--- src/wdk_map.svh ---
// How it works
// - the watchdog source is either the low-speed rc clock or sys/16.
// - select 0 picks the low-speed rc clock, 1 picks the system clock/16.
// - the selected source is divided by sixteen before the counter.
// - a 16-bit counter issues a device reset when it overflows.
// - the counter is a low and a high byte that software cannot reach.
// - key 10101 disables, 01010 enables, any other key resets at once.
// - after power-on the key holds the enable code, so counting starts.
// - a commit that does not directly follow an arm causes a reset.
// - a completed refresh clears the arm and commit bits by itself.
// - a refresh loads the reload value into the counter high byte.
// - a larger reload value gives a shorter timeout, zero the longest.
// - a reset caused by an illegal key sets the control-key flag.
// - overflow sets the watchdog flag; only software clears it.
`ifndef WDK_MAP_SVH
`define WDK_MAP_SVH

// register byte offsets
`define WDK_OFF_CTRL    8'h00
`define WDK_OFF_RELOAD  8'h04
`define WDK_OFF_ARM     8'h08
`define WDK_OFF_COMMIT  8'h0C
`define WDK_OFF_RSTFLG  8'h10
`define WDK_OFF_ISTAT   8'h14
`define WDK_OFF_ICLR    8'h18
`define WDK_OFF_IEN     8'h1C

// key codes and reset values
`define WDK_KEY_DISABLE 5'h15
`define WDK_KEY_ENABLE  5'h0A
`define WDK_CTRL_RESET  8'h50
`define WDK_RELOAD_RST  8'h00
`define WDK_SEL_LOW_SPEED_RC_CLOCK    1'h0
`define WDK_SEL_SYS16   1'h1

// counter figures
`define WDK_DIV_LAST    4'hF
`define WDK_CNT_LAST    16'hFFFF
`define WDK_BYTE_ZERO   8'h00

// field positions
`define WDK_ARM_BIT     0
`define WDK_COMMIT_BIT  0
`define WDK_RF_WDT      0
`define WDK_RF_KEY      1
`define WDK_EV_W        3
`define WDK_KEY_MSB     7
`define WDK_KEY_LSB     3
`define WDK_SEL_BIT     0
`define WDK_BYTE_MSB    7

// bus answers
`define WDK_RESP_OKAY   2'h0
`define WDK_RESP_SLVERR 2'h2
`define WDK_WORD_ZERO   32'h0000_0000

`endif

--- src/wdk_pkg.sv ---
package wdk_pkg;

    typedef struct packed {
        logic [4:0] key;
        logic [1:0] unused;
        logic       sel;
    } wdk_ctrl_s;

    // event bits, shared by status, clear and enable registers
    typedef struct packed {
        logic seq;
        logic key;
        logic ovf;
    } wdk_ev_s;

    typedef struct packed {
        logic [7:0]  addr;
        logic [31:0] data;
        logic [3:0]  strb;
    } wdk_wr_s;

    typedef enum logic [1:0] {
        WDK_IDLE  = 2'b01,
        WDK_ARMED = 2'b10
    } wdk_seq_e;

endpackage : wdk_pkg

--- src/wdk_div16.sv ---
`timescale 1ns/1ps
`include "wdk_map.svh"
`default_nettype none
module wdk_div16 (
    // clock and reset
    input  wire logic sys_clk,
    input  wire logic resetn,
    // restart the division
    input  wire logic clr,
    // ticks in and out
    input  wire logic tick_in,
    output var  logic tick_out
);
    logic [3:0] cnt_r;
    wire        last = (cnt_r == `WDK_DIV_LAST);

    always_ff @(posedge sys_clk) begin
        if (!resetn || clr) begin
            cnt_r    <= 4'h0;
            tick_out <= 1'b0;
        end else begin
            tick_out <= tick_in && last;
            if (tick_in) begin
                cnt_r <= cnt_r + 4'h1;
            end
        end
    end
endmodule : wdk_div16
`default_nettype wire

--- src/wdk_sync.sv ---
`timescale 1ns/1ps
`default_nettype none
module wdk_sync (
    // clock and reset
    input  wire logic sys_clk,
    input  wire logic resetn,
    // level from another domain
    input  wire logic d,
    output var  logic q
);
    logic meta_r;

    always_ff @(posedge sys_clk) begin
        if (!resetn) begin
            meta_r <= 1'b0;
            q      <= 1'b0;
        end else begin
            meta_r <= d;
            q      <= meta_r;
        end
    end
endmodule : wdk_sync
`default_nettype wire

--- src/wdk_top.sv ---
`timescale 1ns/1ps
`include "wdk_map.svh"
`default_nettype none
module wdk_top
    import wdk_pkg::*;
(
    // clock and reset
    input  wire logic        sys_clk,
    input  wire logic        resetn,
    // low-speed rc oscillator, asynchronous to sys_clk
    input  wire logic        low_speed_rc_clock,
    // axi4-lite write address
    input  wire logic [7:0]  s_axi_awaddr,
    input  wire logic [2:0]  s_axi_awprot,
    input  wire logic        s_axi_awvalid,
    output var  logic        s_axi_awready,
    // axi4-lite write data
    input  wire logic [31:0] s_axi_wdata,
    input  wire logic [3:0]  s_axi_wstrb,
    input  wire logic        s_axi_wvalid,
    output var  logic        s_axi_wready,
    // axi4-lite write response
    output var  logic [1:0]  s_axi_bresp,
    output var  logic        s_axi_bvalid,
    input  wire logic        s_axi_bready,
    // axi4-lite read address
    input  wire logic [7:0]  s_axi_araddr,
    input  wire logic [2:0]  s_axi_arprot,
    input  wire logic        s_axi_arvalid,
    output var  logic        s_axi_arready,
    // axi4-lite read data
    output var  logic [31:0] s_axi_rdata,
    output var  logic [1:0]  s_axi_rresp,
    output var  logic        s_axi_rvalid,
    input  wire logic        s_axi_rready,
    // device reset request and interrupt
    output var  logic        mcu_reset,
    output var  logic        irq
);

    // ------------------------------------------------------------------
    // state
    // ------------------------------------------------------------------
    wdk_ctrl_s   ctrl_r;
    logic [7:0]  reload_r;
    logic [7:0]  counter_high_byte_r;
    logic [7:0]  counter_low_byte_r;
    wdk_seq_e    seq_r;
    wdk_seq_e    seq_nxt;
    logic        wdt_flag_r;
    logic        key_flag_r;
    wdk_ev_s     istat_r;
    wdk_ev_s     ien_r;
    logic        low_speed_rc_clock_d_r;

    // write channel holding
    logic        aw_full_r;
    logic        w_full_r;
    wdk_wr_s     wr_r;

    // ------------------------------------------------------------------
    // source clocks
    // ------------------------------------------------------------------
    logic low_speed_rc_clock_s;
    logic sys16_tick;
    logic cnt_tick;

    // the rc clock is only ever seen through the synchroniser
    wdk_sync u_low_speed_rc_clock_sync (
        .sys_clk (sys_clk),
        .resetn  (resetn),
        .d       (low_speed_rc_clock),
        .q       (low_speed_rc_clock_s)
    );

    always_ff @(posedge sys_clk) begin
        if (!resetn) begin
            low_speed_rc_clock_d_r <= 1'b0;
        end else begin
            low_speed_rc_clock_d_r <= low_speed_rc_clock_s;
        end
    end

    wire low_speed_rc_clock_rise = low_speed_rc_clock_s && !low_speed_rc_clock_d_r;

    // free running sys/16 source
    wdk_div16 u_sys_div (
        .sys_clk  (sys_clk),
        .resetn   (resetn),
        .clr      (1'b0),
        .tick_in  (1'b1),
        .tick_out (sys16_tick)
    );

    wire sel_sys16 = (ctrl_r.sel == `WDK_SEL_SYS16);
    wire src_tick  = sel_sys16 ? sys16_tick : low_speed_rc_clock_rise;

    // ------------------------------------------------------------------
    // key decode
    // ------------------------------------------------------------------
    wire key_enable  = (ctrl_r.key == `WDK_KEY_ENABLE);

    // ------------------------------------------------------------------
    // bus write decode
    // ------------------------------------------------------------------
    wire wr_fire     = aw_full_r && w_full_r && !s_axi_bvalid;
    wire wr_lane0    = wr_fire && wr_r.strb[0];
    wire hit_ctrl    = (wr_r.addr == `WDK_OFF_CTRL);
    wire hit_reload  = (wr_r.addr == `WDK_OFF_RELOAD);
    wire hit_arm     = (wr_r.addr == `WDK_OFF_ARM);
    wire hit_commit  = (wr_r.addr == `WDK_OFF_COMMIT);
    wire hit_rstflg  = (wr_r.addr == `WDK_OFF_RSTFLG);
    wire hit_istat   = (wr_r.addr == `WDK_OFF_ISTAT);
    wire hit_iclr    = (wr_r.addr == `WDK_OFF_ICLR);
    wire hit_ien     = (wr_r.addr == `WDK_OFF_IEN);
    wire wr_mapped   = hit_ctrl || hit_reload || hit_arm || hit_commit ||
                       hit_rstflg || hit_istat || hit_iclr || hit_ien;

    wire [4:0] new_key = wr_r.data[`WDK_KEY_MSB:`WDK_KEY_LSB];
    wire       key_wr  = wr_lane0 && hit_ctrl;
    wire       key_ok  = (new_key == `WDK_KEY_ENABLE) ||
                         (new_key == `WDK_KEY_DISABLE);
    wire       key_bad = key_wr && !key_ok;

    wire arm_wr    = wr_lane0 && hit_arm &&
                     wr_r.data[`WDK_ARM_BIT];
    wire commit_wr = wr_lane0 && hit_commit &&
                     wr_r.data[`WDK_COMMIT_BIT];

    // the "next instruction" is the next register write of any kind
    wire refresh   = commit_wr && (seq_r == WDK_ARMED);
    wire seq_bad   = commit_wr && (seq_r == WDK_IDLE);

    // ------------------------------------------------------------------
    // counter
    // ------------------------------------------------------------------
    wire wdt_run   = key_enable;
    wire [15:0] count = {counter_high_byte_r, counter_low_byte_r};
    wire ovf       = cnt_tick && (count == `WDK_CNT_LAST);

    // any of these restarts the device; control, sequence, prescaler and counter fall back to reset state
    wire wdt_reset = ovf || seq_bad;
    wire any_reset = wdt_reset || key_bad;

    // prescaler restarts with every refresh so a timeout is whole periods
    wdk_div16 u_pre_div (
        .sys_clk  (sys_clk),
        .resetn   (resetn),
        .clr      (refresh || any_reset),
        .tick_in  (src_tick && wdt_run),
        .tick_out (cnt_tick)
    );

    // counter bytes have no bus path at all
    always_ff @(posedge sys_clk) begin
        if (!resetn || any_reset) begin
            counter_high_byte_r <= `WDK_BYTE_ZERO;
            counter_low_byte_r  <= `WDK_BYTE_ZERO;
        end else if (refresh) begin
            counter_high_byte_r <= reload_r;
            counter_low_byte_r  <= `WDK_BYTE_ZERO;
        end else if (cnt_tick) begin
            {counter_high_byte_r, counter_low_byte_r} <= count + 16'h0001;
        end
    end

    // ------------------------------------------------------------------
    // refresh sequence
    // ------------------------------------------------------------------
    always_comb begin
        seq_nxt = seq_r;
        unique case (seq_r)
            WDK_IDLE: begin
                if (arm_wr) begin
                    seq_nxt = WDK_ARMED;
                end
            end
            WDK_ARMED: begin
                // any write ends the armed window; arm again re-arms
                if (wr_fire) begin
                    seq_nxt = arm_wr ? WDK_ARMED : WDK_IDLE;
                end
            end
            default: seq_nxt = WDK_IDLE;
        endcase
    end

    always_ff @(posedge sys_clk) begin
        if (!resetn || any_reset) begin
            seq_r <= WDK_IDLE;
        end else begin
            seq_r <= seq_nxt;
        end
    end

    // ------------------------------------------------------------------
    // control and reload
    // ------------------------------------------------------------------
    always_ff @(posedge sys_clk) begin
        if (!resetn || any_reset) begin
            ctrl_r <= wdk_ctrl_s'(`WDK_CTRL_RESET);
        end else if (key_wr) begin
            ctrl_r.key <= new_key;
            ctrl_r.sel <= wr_r.data[`WDK_SEL_BIT];
        end
    end

    always_ff @(posedge sys_clk) begin
        if (!resetn) begin
            reload_r <= `WDK_RELOAD_RST;
        end else if (wr_lane0 && hit_reload) begin
            reload_r <= wr_r.data[`WDK_BYTE_MSB:0];
        end
    end

    // ------------------------------------------------------------------
    // reset indication flags; a set wins over a clear
    // ------------------------------------------------------------------
    wire rstflg_wr = wr_lane0 && hit_rstflg;

    always_ff @(posedge sys_clk) begin
        if (!resetn) begin
            wdt_flag_r <= 1'b0;
            key_flag_r <= 1'b0;
        end else begin
            if (wdt_reset) begin
                wdt_flag_r <= 1'b1;
            end else if (rstflg_wr && !wr_r.data[`WDK_RF_WDT]) begin
                wdt_flag_r <= 1'b0;
            end
            // hardware only: cleared when a different reset type occurs
            if (key_bad) begin
                key_flag_r <= 1'b1;
            end else if (wdt_reset) begin
                key_flag_r <= 1'b0;
            end
        end
    end

    // ------------------------------------------------------------------
    // interrupts
    // ------------------------------------------------------------------
    wdk_ev_s ev;
    assign ev.ovf = ovf;
    assign ev.key = key_bad;
    assign ev.seq = seq_bad;

    wire [`WDK_EV_W-1:0] iclr_bits =
        (wr_lane0 && hit_iclr) ? wr_r.data[`WDK_EV_W-1:0] : 3'h0;

    genvar gi;
    generate
        for (gi = 0; gi < `WDK_EV_W; gi++) begin : g_ev
            always_ff @(posedge sys_clk) begin
                if (!resetn) begin
                    istat_r[gi] <= 1'b0;
                end else if (ev[gi]) begin
                    istat_r[gi] <= 1'b1;
                end else if (iclr_bits[gi]) begin
                    istat_r[gi] <= 1'b0;
                end
            end
        end
    endgenerate

    always_ff @(posedge sys_clk) begin
        if (!resetn) begin
            ien_r <= '0;
        end else if (wr_lane0 && hit_ien) begin
            ien_r <= wdk_ev_s'(wr_r.data[`WDK_EV_W-1:0]);
        end
    end

    always_ff @(posedge sys_clk) begin
        if (!resetn) begin
            irq       <= 1'b0;
            mcu_reset <= 1'b0;
        end else begin
            irq       <= |(istat_r & ien_r);
            mcu_reset <= any_reset;
        end
    end

    // ------------------------------------------------------------------
    // axi4-lite write side: address and data taken in either order
    // ------------------------------------------------------------------
    always_ff @(posedge sys_clk) begin
        if (!resetn) begin
            aw_full_r     <= 1'b0;
            w_full_r      <= 1'b0;
            wr_r          <= '0;
            s_axi_awready <= 1'b0;
            s_axi_wready  <= 1'b0;
            s_axi_bvalid  <= 1'b0;
            s_axi_bresp   <= `WDK_RESP_OKAY;
        end else begin
            s_axi_awready <= !aw_full_r && !(s_axi_awvalid && s_axi_awready);
            s_axi_wready  <= !w_full_r && !(s_axi_wvalid && s_axi_wready);
            if (s_axi_awvalid && s_axi_awready) begin
                aw_full_r   <= 1'b1;
                wr_r.addr   <= s_axi_awaddr;
            end
            if (s_axi_wvalid && s_axi_wready) begin
                w_full_r    <= 1'b1;
                wr_r.data   <= s_axi_wdata;
                wr_r.strb   <= s_axi_wstrb;
            end
            if (wr_fire) begin
                s_axi_bvalid <= 1'b1;
                s_axi_bresp  <= wr_mapped ? `WDK_RESP_OKAY
                                          : `WDK_RESP_SLVERR;
            end else if (s_axi_bvalid && s_axi_bready) begin
                s_axi_bvalid <= 1'b0;
                aw_full_r    <= 1'b0;
                w_full_r     <= 1'b0;
            end
        end
    end

    // ------------------------------------------------------------------
    // axi4-lite read side
    // ------------------------------------------------------------------
    logic [31:0] rd_word;
    logic        rd_mapped;

    always_comb begin
        rd_word   = `WDK_WORD_ZERO;
        rd_mapped = 1'b1;
        unique case (s_axi_araddr)
            `WDK_OFF_CTRL:   rd_word[`WDK_BYTE_MSB:0] = ctrl_r;
            `WDK_OFF_RELOAD: rd_word[`WDK_BYTE_MSB:0] = reload_r;
            `WDK_OFF_ARM:    rd_word      = `WDK_WORD_ZERO;
            `WDK_OFF_COMMIT: rd_word      = `WDK_WORD_ZERO;
            `WDK_OFF_RSTFLG: begin
                rd_word[`WDK_RF_WDT] = wdt_flag_r;
                rd_word[`WDK_RF_KEY] = key_flag_r;
            end
            `WDK_OFF_ISTAT:  rd_word[`WDK_EV_W-1:0] = istat_r;
            `WDK_OFF_ICLR:   rd_word      = `WDK_WORD_ZERO;
            `WDK_OFF_IEN:    rd_word[`WDK_EV_W-1:0] = ien_r;
            default:         rd_mapped    = 1'b0;
        endcase
    end

    always_ff @(posedge sys_clk) begin
        if (!resetn) begin
            s_axi_arready <= 1'b0;
            s_axi_rvalid  <= 1'b0;
            s_axi_rdata   <= `WDK_WORD_ZERO;
            s_axi_rresp   <= `WDK_RESP_OKAY;
        end else begin
            s_axi_arready <= !s_axi_rvalid &&
                             !(s_axi_arvalid && s_axi_arready);
            if (s_axi_arvalid && s_axi_arready) begin
                s_axi_rvalid <= 1'b1;
                s_axi_rdata  <= rd_word;
                s_axi_rresp  <= rd_mapped ? `WDK_RESP_OKAY
                                          : `WDK_RESP_SLVERR;
            end else if (s_axi_rvalid && s_axi_rready) begin
                s_axi_rvalid <= 1'b0;
            end
        end
    end

endmodule : wdk_top
`default_nettype wire
--- config.mk ---
export PLATFORM = sky130hd
export DESIGN_NAME = wdk_top
export DESIGN_NICKNAME = d
export VERILOG_FILES = /design/src/wdk_pkg.sv /design/src/wdk_div16.sv /design/src/wdk_sync.sv /design/src/wdk_top.sv
export VERILOG_INCLUDE_DIRS = /design/src
export SDC_FILE = /design/constraint.sdc
export NUM_CORES = 1
export LEC_CHECK = 0
export BUFFER_PORTS_ARGS = -buffer_cell sky130_fd_sc_hd__buf_2
export CORE_ASPECT_RATIO = 0.9
export CORE_MARGIN = 1.5
export CORE_UTILIZATION = 25
export DETAILED_ROUTE_END_ITERATION = 8
export HOLD_SLACK_MARGIN = 0.06
export SYNTH_ARGS = -nofsm -noshare
export SYNTH_HDL_FRONTEND = slang
export SYNTH_SLANG_ARGS = --single-unit
--- constraint.sdc ---
create_clock -name sys_clk -period 5.5 [get_ports sys_clk]
set_input_delay 1.1 -clock sys_clk [delete_from_list [all_inputs] [get_ports sys_clk]]
set_output_delay 1.1 -clock sys_clk [all_outputs]
set_load 0.01 [all_outputs]
* Word-level counts from Yosys, hierarchy flattened *
Index checks and enable logic that the tools add are counted.

cells by class
  add/subtract/negate cells = 3
  eq/ne operators = 24
  mux-type cells = 34
  bitwise gates (word level) = 1
  reductions and logical operators = 66

operators by type and width
  cell                                                                    count
  8-bit by 5-bit equality test with 1-bit output (second input constant)  8
  8-bit by 4-bit equality test with 1-bit output (second input constant)  4
  1-bit logical AND                                                       28
  1-bit 2-to-1 mux                                                        22
  16-bit by 1-bit adder with 16-bit output (second input constant)        1
  16-bit equality test (second input constant)                            1
  8-bit by 3-bit equality test with 1-bit output (second input constant)  2
  8-bit zero test                                                         2
  8-bit 2-to-1 mux                                                        2
  2-bit nonzero test                                                      8
  1-bit logical OR                                                        13
  1-bit zero test                                                         11
  5-bit by 4-bit equality test with 1-bit output (second input constant)  2
  2-bit 2-to-1 mux                                                        5
  2-bit one-hot mux with 5 select lines                                   1
  5-bit one-hot mux with 2 select lines                                   1
  4-bit by 1-bit adder with 4-bit output (second input constant)          2
  4-bit equality test (second input constant)                             2
  8-bit OR reduction                                                      1
  5-bit equality test (second input constant)                             1
  2-bit != test (second input constant)                                   2
  2-bit one-hot mux with 2 select lines                                   1
  3-bit bitwise AND                                                       1
  3-bit 2-to-1 mux                                                        1
  other kinds (6)                                                         6

storage, ports and cells
  bits in registers = 91
  bits of input ports = 66

* Longest topological paths before layout *
  depth after elaboration = 10
  depth in mapped cells = 7
  gate-level depth less buffers = 6

* Hierarchy *
From an unflattened synthesis, not the netlist that was laid out.

unflattened totals
  cells, all modules = 462
  area total of the unflattened synthesis = 4035.1 um2

modules (own cells, without submodules)
  module     instances  cells each  area each (um2)
  wdk_top    1          416         3549.7
  wdk_div16  2          21          216.5
  wdk_sync   1          4           52.6

* Worst setup path before layout *
No wires, ideal clock.

  path kind = input to register
  start point = input port s_axi_araddr[1]
  end point = register s_axi_rdata[7]
  data arrival time = 2.295 ns
  required time = 5.441 ns
  slack = 3.146 ns
  stages = 5
  path buffers = 0
  cells stage by stage = or4_1 > nor3_1 > nand2_1 > o21ai_0 > and2_1

between the ends
  word-level cells in the longest chain between the ends = 2
  elaborated cells between the ends (all ways) = 3
  classes of those cells = eq/ne (1); mux (1); reduce/logical (1)

ends and longest elaborated chain
  item                                                                                      line            source
  start: declaration                                                                        wdk_top.sv:27   input wire logic [7:0] s_axi_araddr,
  8-bit by 3-bit equality test with 1-bit output / 8-bit zero test (equally long branches)  wdk_top.sv:329  unique case (s_axi_araddr)
  5-bit one-hot mux with 2 select lines (*)                                                 wdk_top.sv:329
  end signal: assignment                                                                    wdk_top.sv:349  s_axi_rdata <= `WDK_WORD_ZERO;
  end signal: assignment                                                                    wdk_top.sv:356  s_axi_rdata <= rd_word;
  end: declaration                                                                          wdk_top.sv:32   output var logic [31:0] s_axi_rdata,

Every way passes the cells marked *; elsewhere a longest branch is shown, timed or not.
A chain may end at the register's enable or synchronous reset.

* Final worst setup path *
  start point = input port s_axi_araddr[1]
  end point = register s_axi_rdata[5]

Same word-level chain as after synthesis.

==> metrics <==
outcome=completed; detailed-route DRC error count=0; Slew Limit Headroom=0.480; GR Layer Usage met2=0.176; WHS=approximately 440 ps; cts repair resizes=0; Setup Crit Path Kind=in -> reg; die span in y=roughly 120 um; Yosys reg bits=89; met3 Track Usage GR=0.0288; vias=approximately 3100; largest net degree at the start of global routing=66; slowest CP cell=or4_1; postcts setup bufs=0; number of global-route vias before repair=around 3100; area delta synth->final=16.5%; Cell Pwr Density=305 mW/mm2; root buffer cell=clkbuf_16; Clock Tree Buf Depth=2; crit-path max cell delay=510 ps; Mapped Area=about 0.0041 mm2; Total Die Area=0.0173 mm2; yosys warns=0; Syn Area/Cell=around 9.1 um2; first-pass GRT wire length=14900 um; grt peak-use layer=met2; num rows=44; Fillers=~1700; DP Area=0.00445 mm2; asr flop ratio synth=0; GR Util met1=0.128; top cells by area, synth=dfxtp_1 (43%), mux2i_1 (7.0%), buf_4 (5.3%), nand2_1 (5.3%), a21boi_0 (3.6%); # diodes=0; CTS Hold Buffers Added=0; CP Capture Type=flip-flop; Total Nets Final=about 560; Worst Tran Pin Value=773 ps; ys flop type=dfxtp_1; core footprint=0.0161 mm2; Detail Placement HPWL=6370 um; top cell type by total area after synthesis=dfxtp_1; CTS H-tree lvls=3; initial antenna violation count=0; Reg clk slew, reported paths=60 ps; TritonCTS clock tree=built; WL/cell=approximately 12 um; # Max-Cap Violations=0; clock sink count=89; Tmin final=between 2000 and 2500 ps; post-synth cell types=58; Worst Hold Class=reg -> reg; drt total wl=~8600 um; port bufs=49; maximum VDD drop=0.140 mV; most common cell after layout, fill and taps aside=dfxtp_1; fin. max-slew vios=0; RSZ-0062 raised after global routing=no; CP Data Required Time=around 5800 ps; share of the synthesized area in the top cell type=0.432; crit start category=input port; Fin. Hold Viols=0; total track usage=0.103; design area=a little under 0.005 mm2; Clock Latency Late Sink=about 330 ps; Initial DRC Count=102; CP cell instances=buf_2 -> or4_1 -> nor3_1 -> nand2_1 -> o21ai_0 -> and2_1; Final GP Congestion=0.771; final worst clock skew=8.34 ps; crit path DAT=2690 ps; Post-Synthesis Cells=451; share of cells above drive strength 1=0.159; Overall Power=approximately 1500 uW; first-pass iteration count of the detailed router=4; global route overflow=0; final setup TNS=0 ps; die width=138 um; number of primary I/O pins=109; Lkg Pwr=0.00189 uW; Starting Density=0.256; ANT nets after route=0; fmax=413 MHz; most frequent cells in the layout=dfxtp_1 (89), nand2_1 (58), buf_2 (49), nor2_1 (38), mux2i_1 (29); EDFF count, synth=0; CTS Buf Count=9; crit-path max FO=5; register area share after synthesis=0.432; Vias/cell=4.41; Tcrit/Tclk final=0.440; final setup violation count=0
kinds of logic after synthesis:
kind of cell               Yosys count  share of synthesized area
other                                1                   0.000910
xor gates and xnor gates            20                     0.0425
AOI/OAI and AO/OA                   61                      0.109
adders and majority gates            5                     0.0152
DFF                                 89                      0.432
muxes                               30                     0.0731
and+or+nand+nor                    194                      0.252
buffers and inverters               51                     0.0747
state kept, by name, summed over array words and instances (netlist names), 2 cells and up:
| name | cells |
|---|---|
| wr_r | 12 |
| s_axi_rdata | 8 |
| reload_r | 8 |
| istat_r | 3 |
| ien_r | 3 |
| u_pre_div.cnt_r | 4 |
| new_key | 5 |
| counter_high_byte_r | 8 |
| counter_low_byte_r | 8 |
| ctrl_r | 5 |
| seq_r | 2 |
| u_sys_div.cnt_r | 4 |
layout make-up:
| class | count | area (um2) | share of cell area |
|---|---|---|---|
| multi-input combinational | 336 | 2130 | 0.443 |
| sequential | 89 | 1780 | 0.371 |
| timing repair buffer | 51 | 260 | 0.0542 |
| tap | 207 | 259 | 0.0539 |
| clock buffer | 12 | 256 | 0.0534 |
| clock inverter | 4 | 98.8 | 0.0206 |
| inverter | 5 | 18.8 | 0.00391 |
path summary, 6_finish.rpt:
check / startpoint / to / slack, ps / depth (start not counted)
hold reg to reg: u_low_speed_rc_clock_sync.meta_r / u_low_speed_rc_clock_sync.q / 440 / 1
setup reg to reg: wr_r[4] / counter_low_byte_r[0] / 3260 / 5
setup / recovery: s_axi_araddr[1] / s_axi_rdata[5] / 3080 / 6
hold / removal: u_low_speed_rc_clock_sync.meta_r / u_low_speed_rc_clock_sync.q / 440 / 1
through the flow:
step,utilization,instances,setup WS [ps]
after floorplan,-,476,3150
after global placement,0.276,688,2770
after detailed placement,0.276,688,2720
after CTS,0.298,704,3030
after global routing,0.298,704,2740
final,0.298,704,3080
power breakdown:
| part | leakage, uW | switching [uW] | internal [uW] | total [uW] |
|---|---|---|---|---|
| Clock | 0.000173 | 246 | 470 | 715 |
| Combinational | 0.000991 | 43.9 | 31.5 | 75.4 |
| Sequential | 0.000721 | 14.5 | 658 | 673 |
| Total | 0.00189 | 304 | 1160 | 1460 |
synthesized netlist by cell type, drive strengths merged (5+ instances only):
library cell / instances
inv: 5
nand3: 11
dfxtp: 89
nor2: 39
a21oi: 10
nand4: 12
xnor2: 10
buf: 30
mux2i: 29
a211oi: 8
o21ai: 11
clkbuf: 16
and2: 16
nor2b: 17
xor2: 10
nand2: 59
ha: 5
and3: 5
a21boi: 20
nor4: 5
worst max-delay path, delay by kind of cell:
| family | cells | cell delay [ps] |
|---|---|---|
| AOI/OAI and AO/OA | 1 | 190 |
| buffers and inverters | 1 | 90 |
| and+or+nand+nor | 4 | 1310 |
layer usage:
metal  routed length, um  vias up
li1                    -     1589
met3                 370       11
met4                  82        0
met2                4030       64
met1                4120     1442
met5                   0        -
Power figures use the tool's default switching activity.
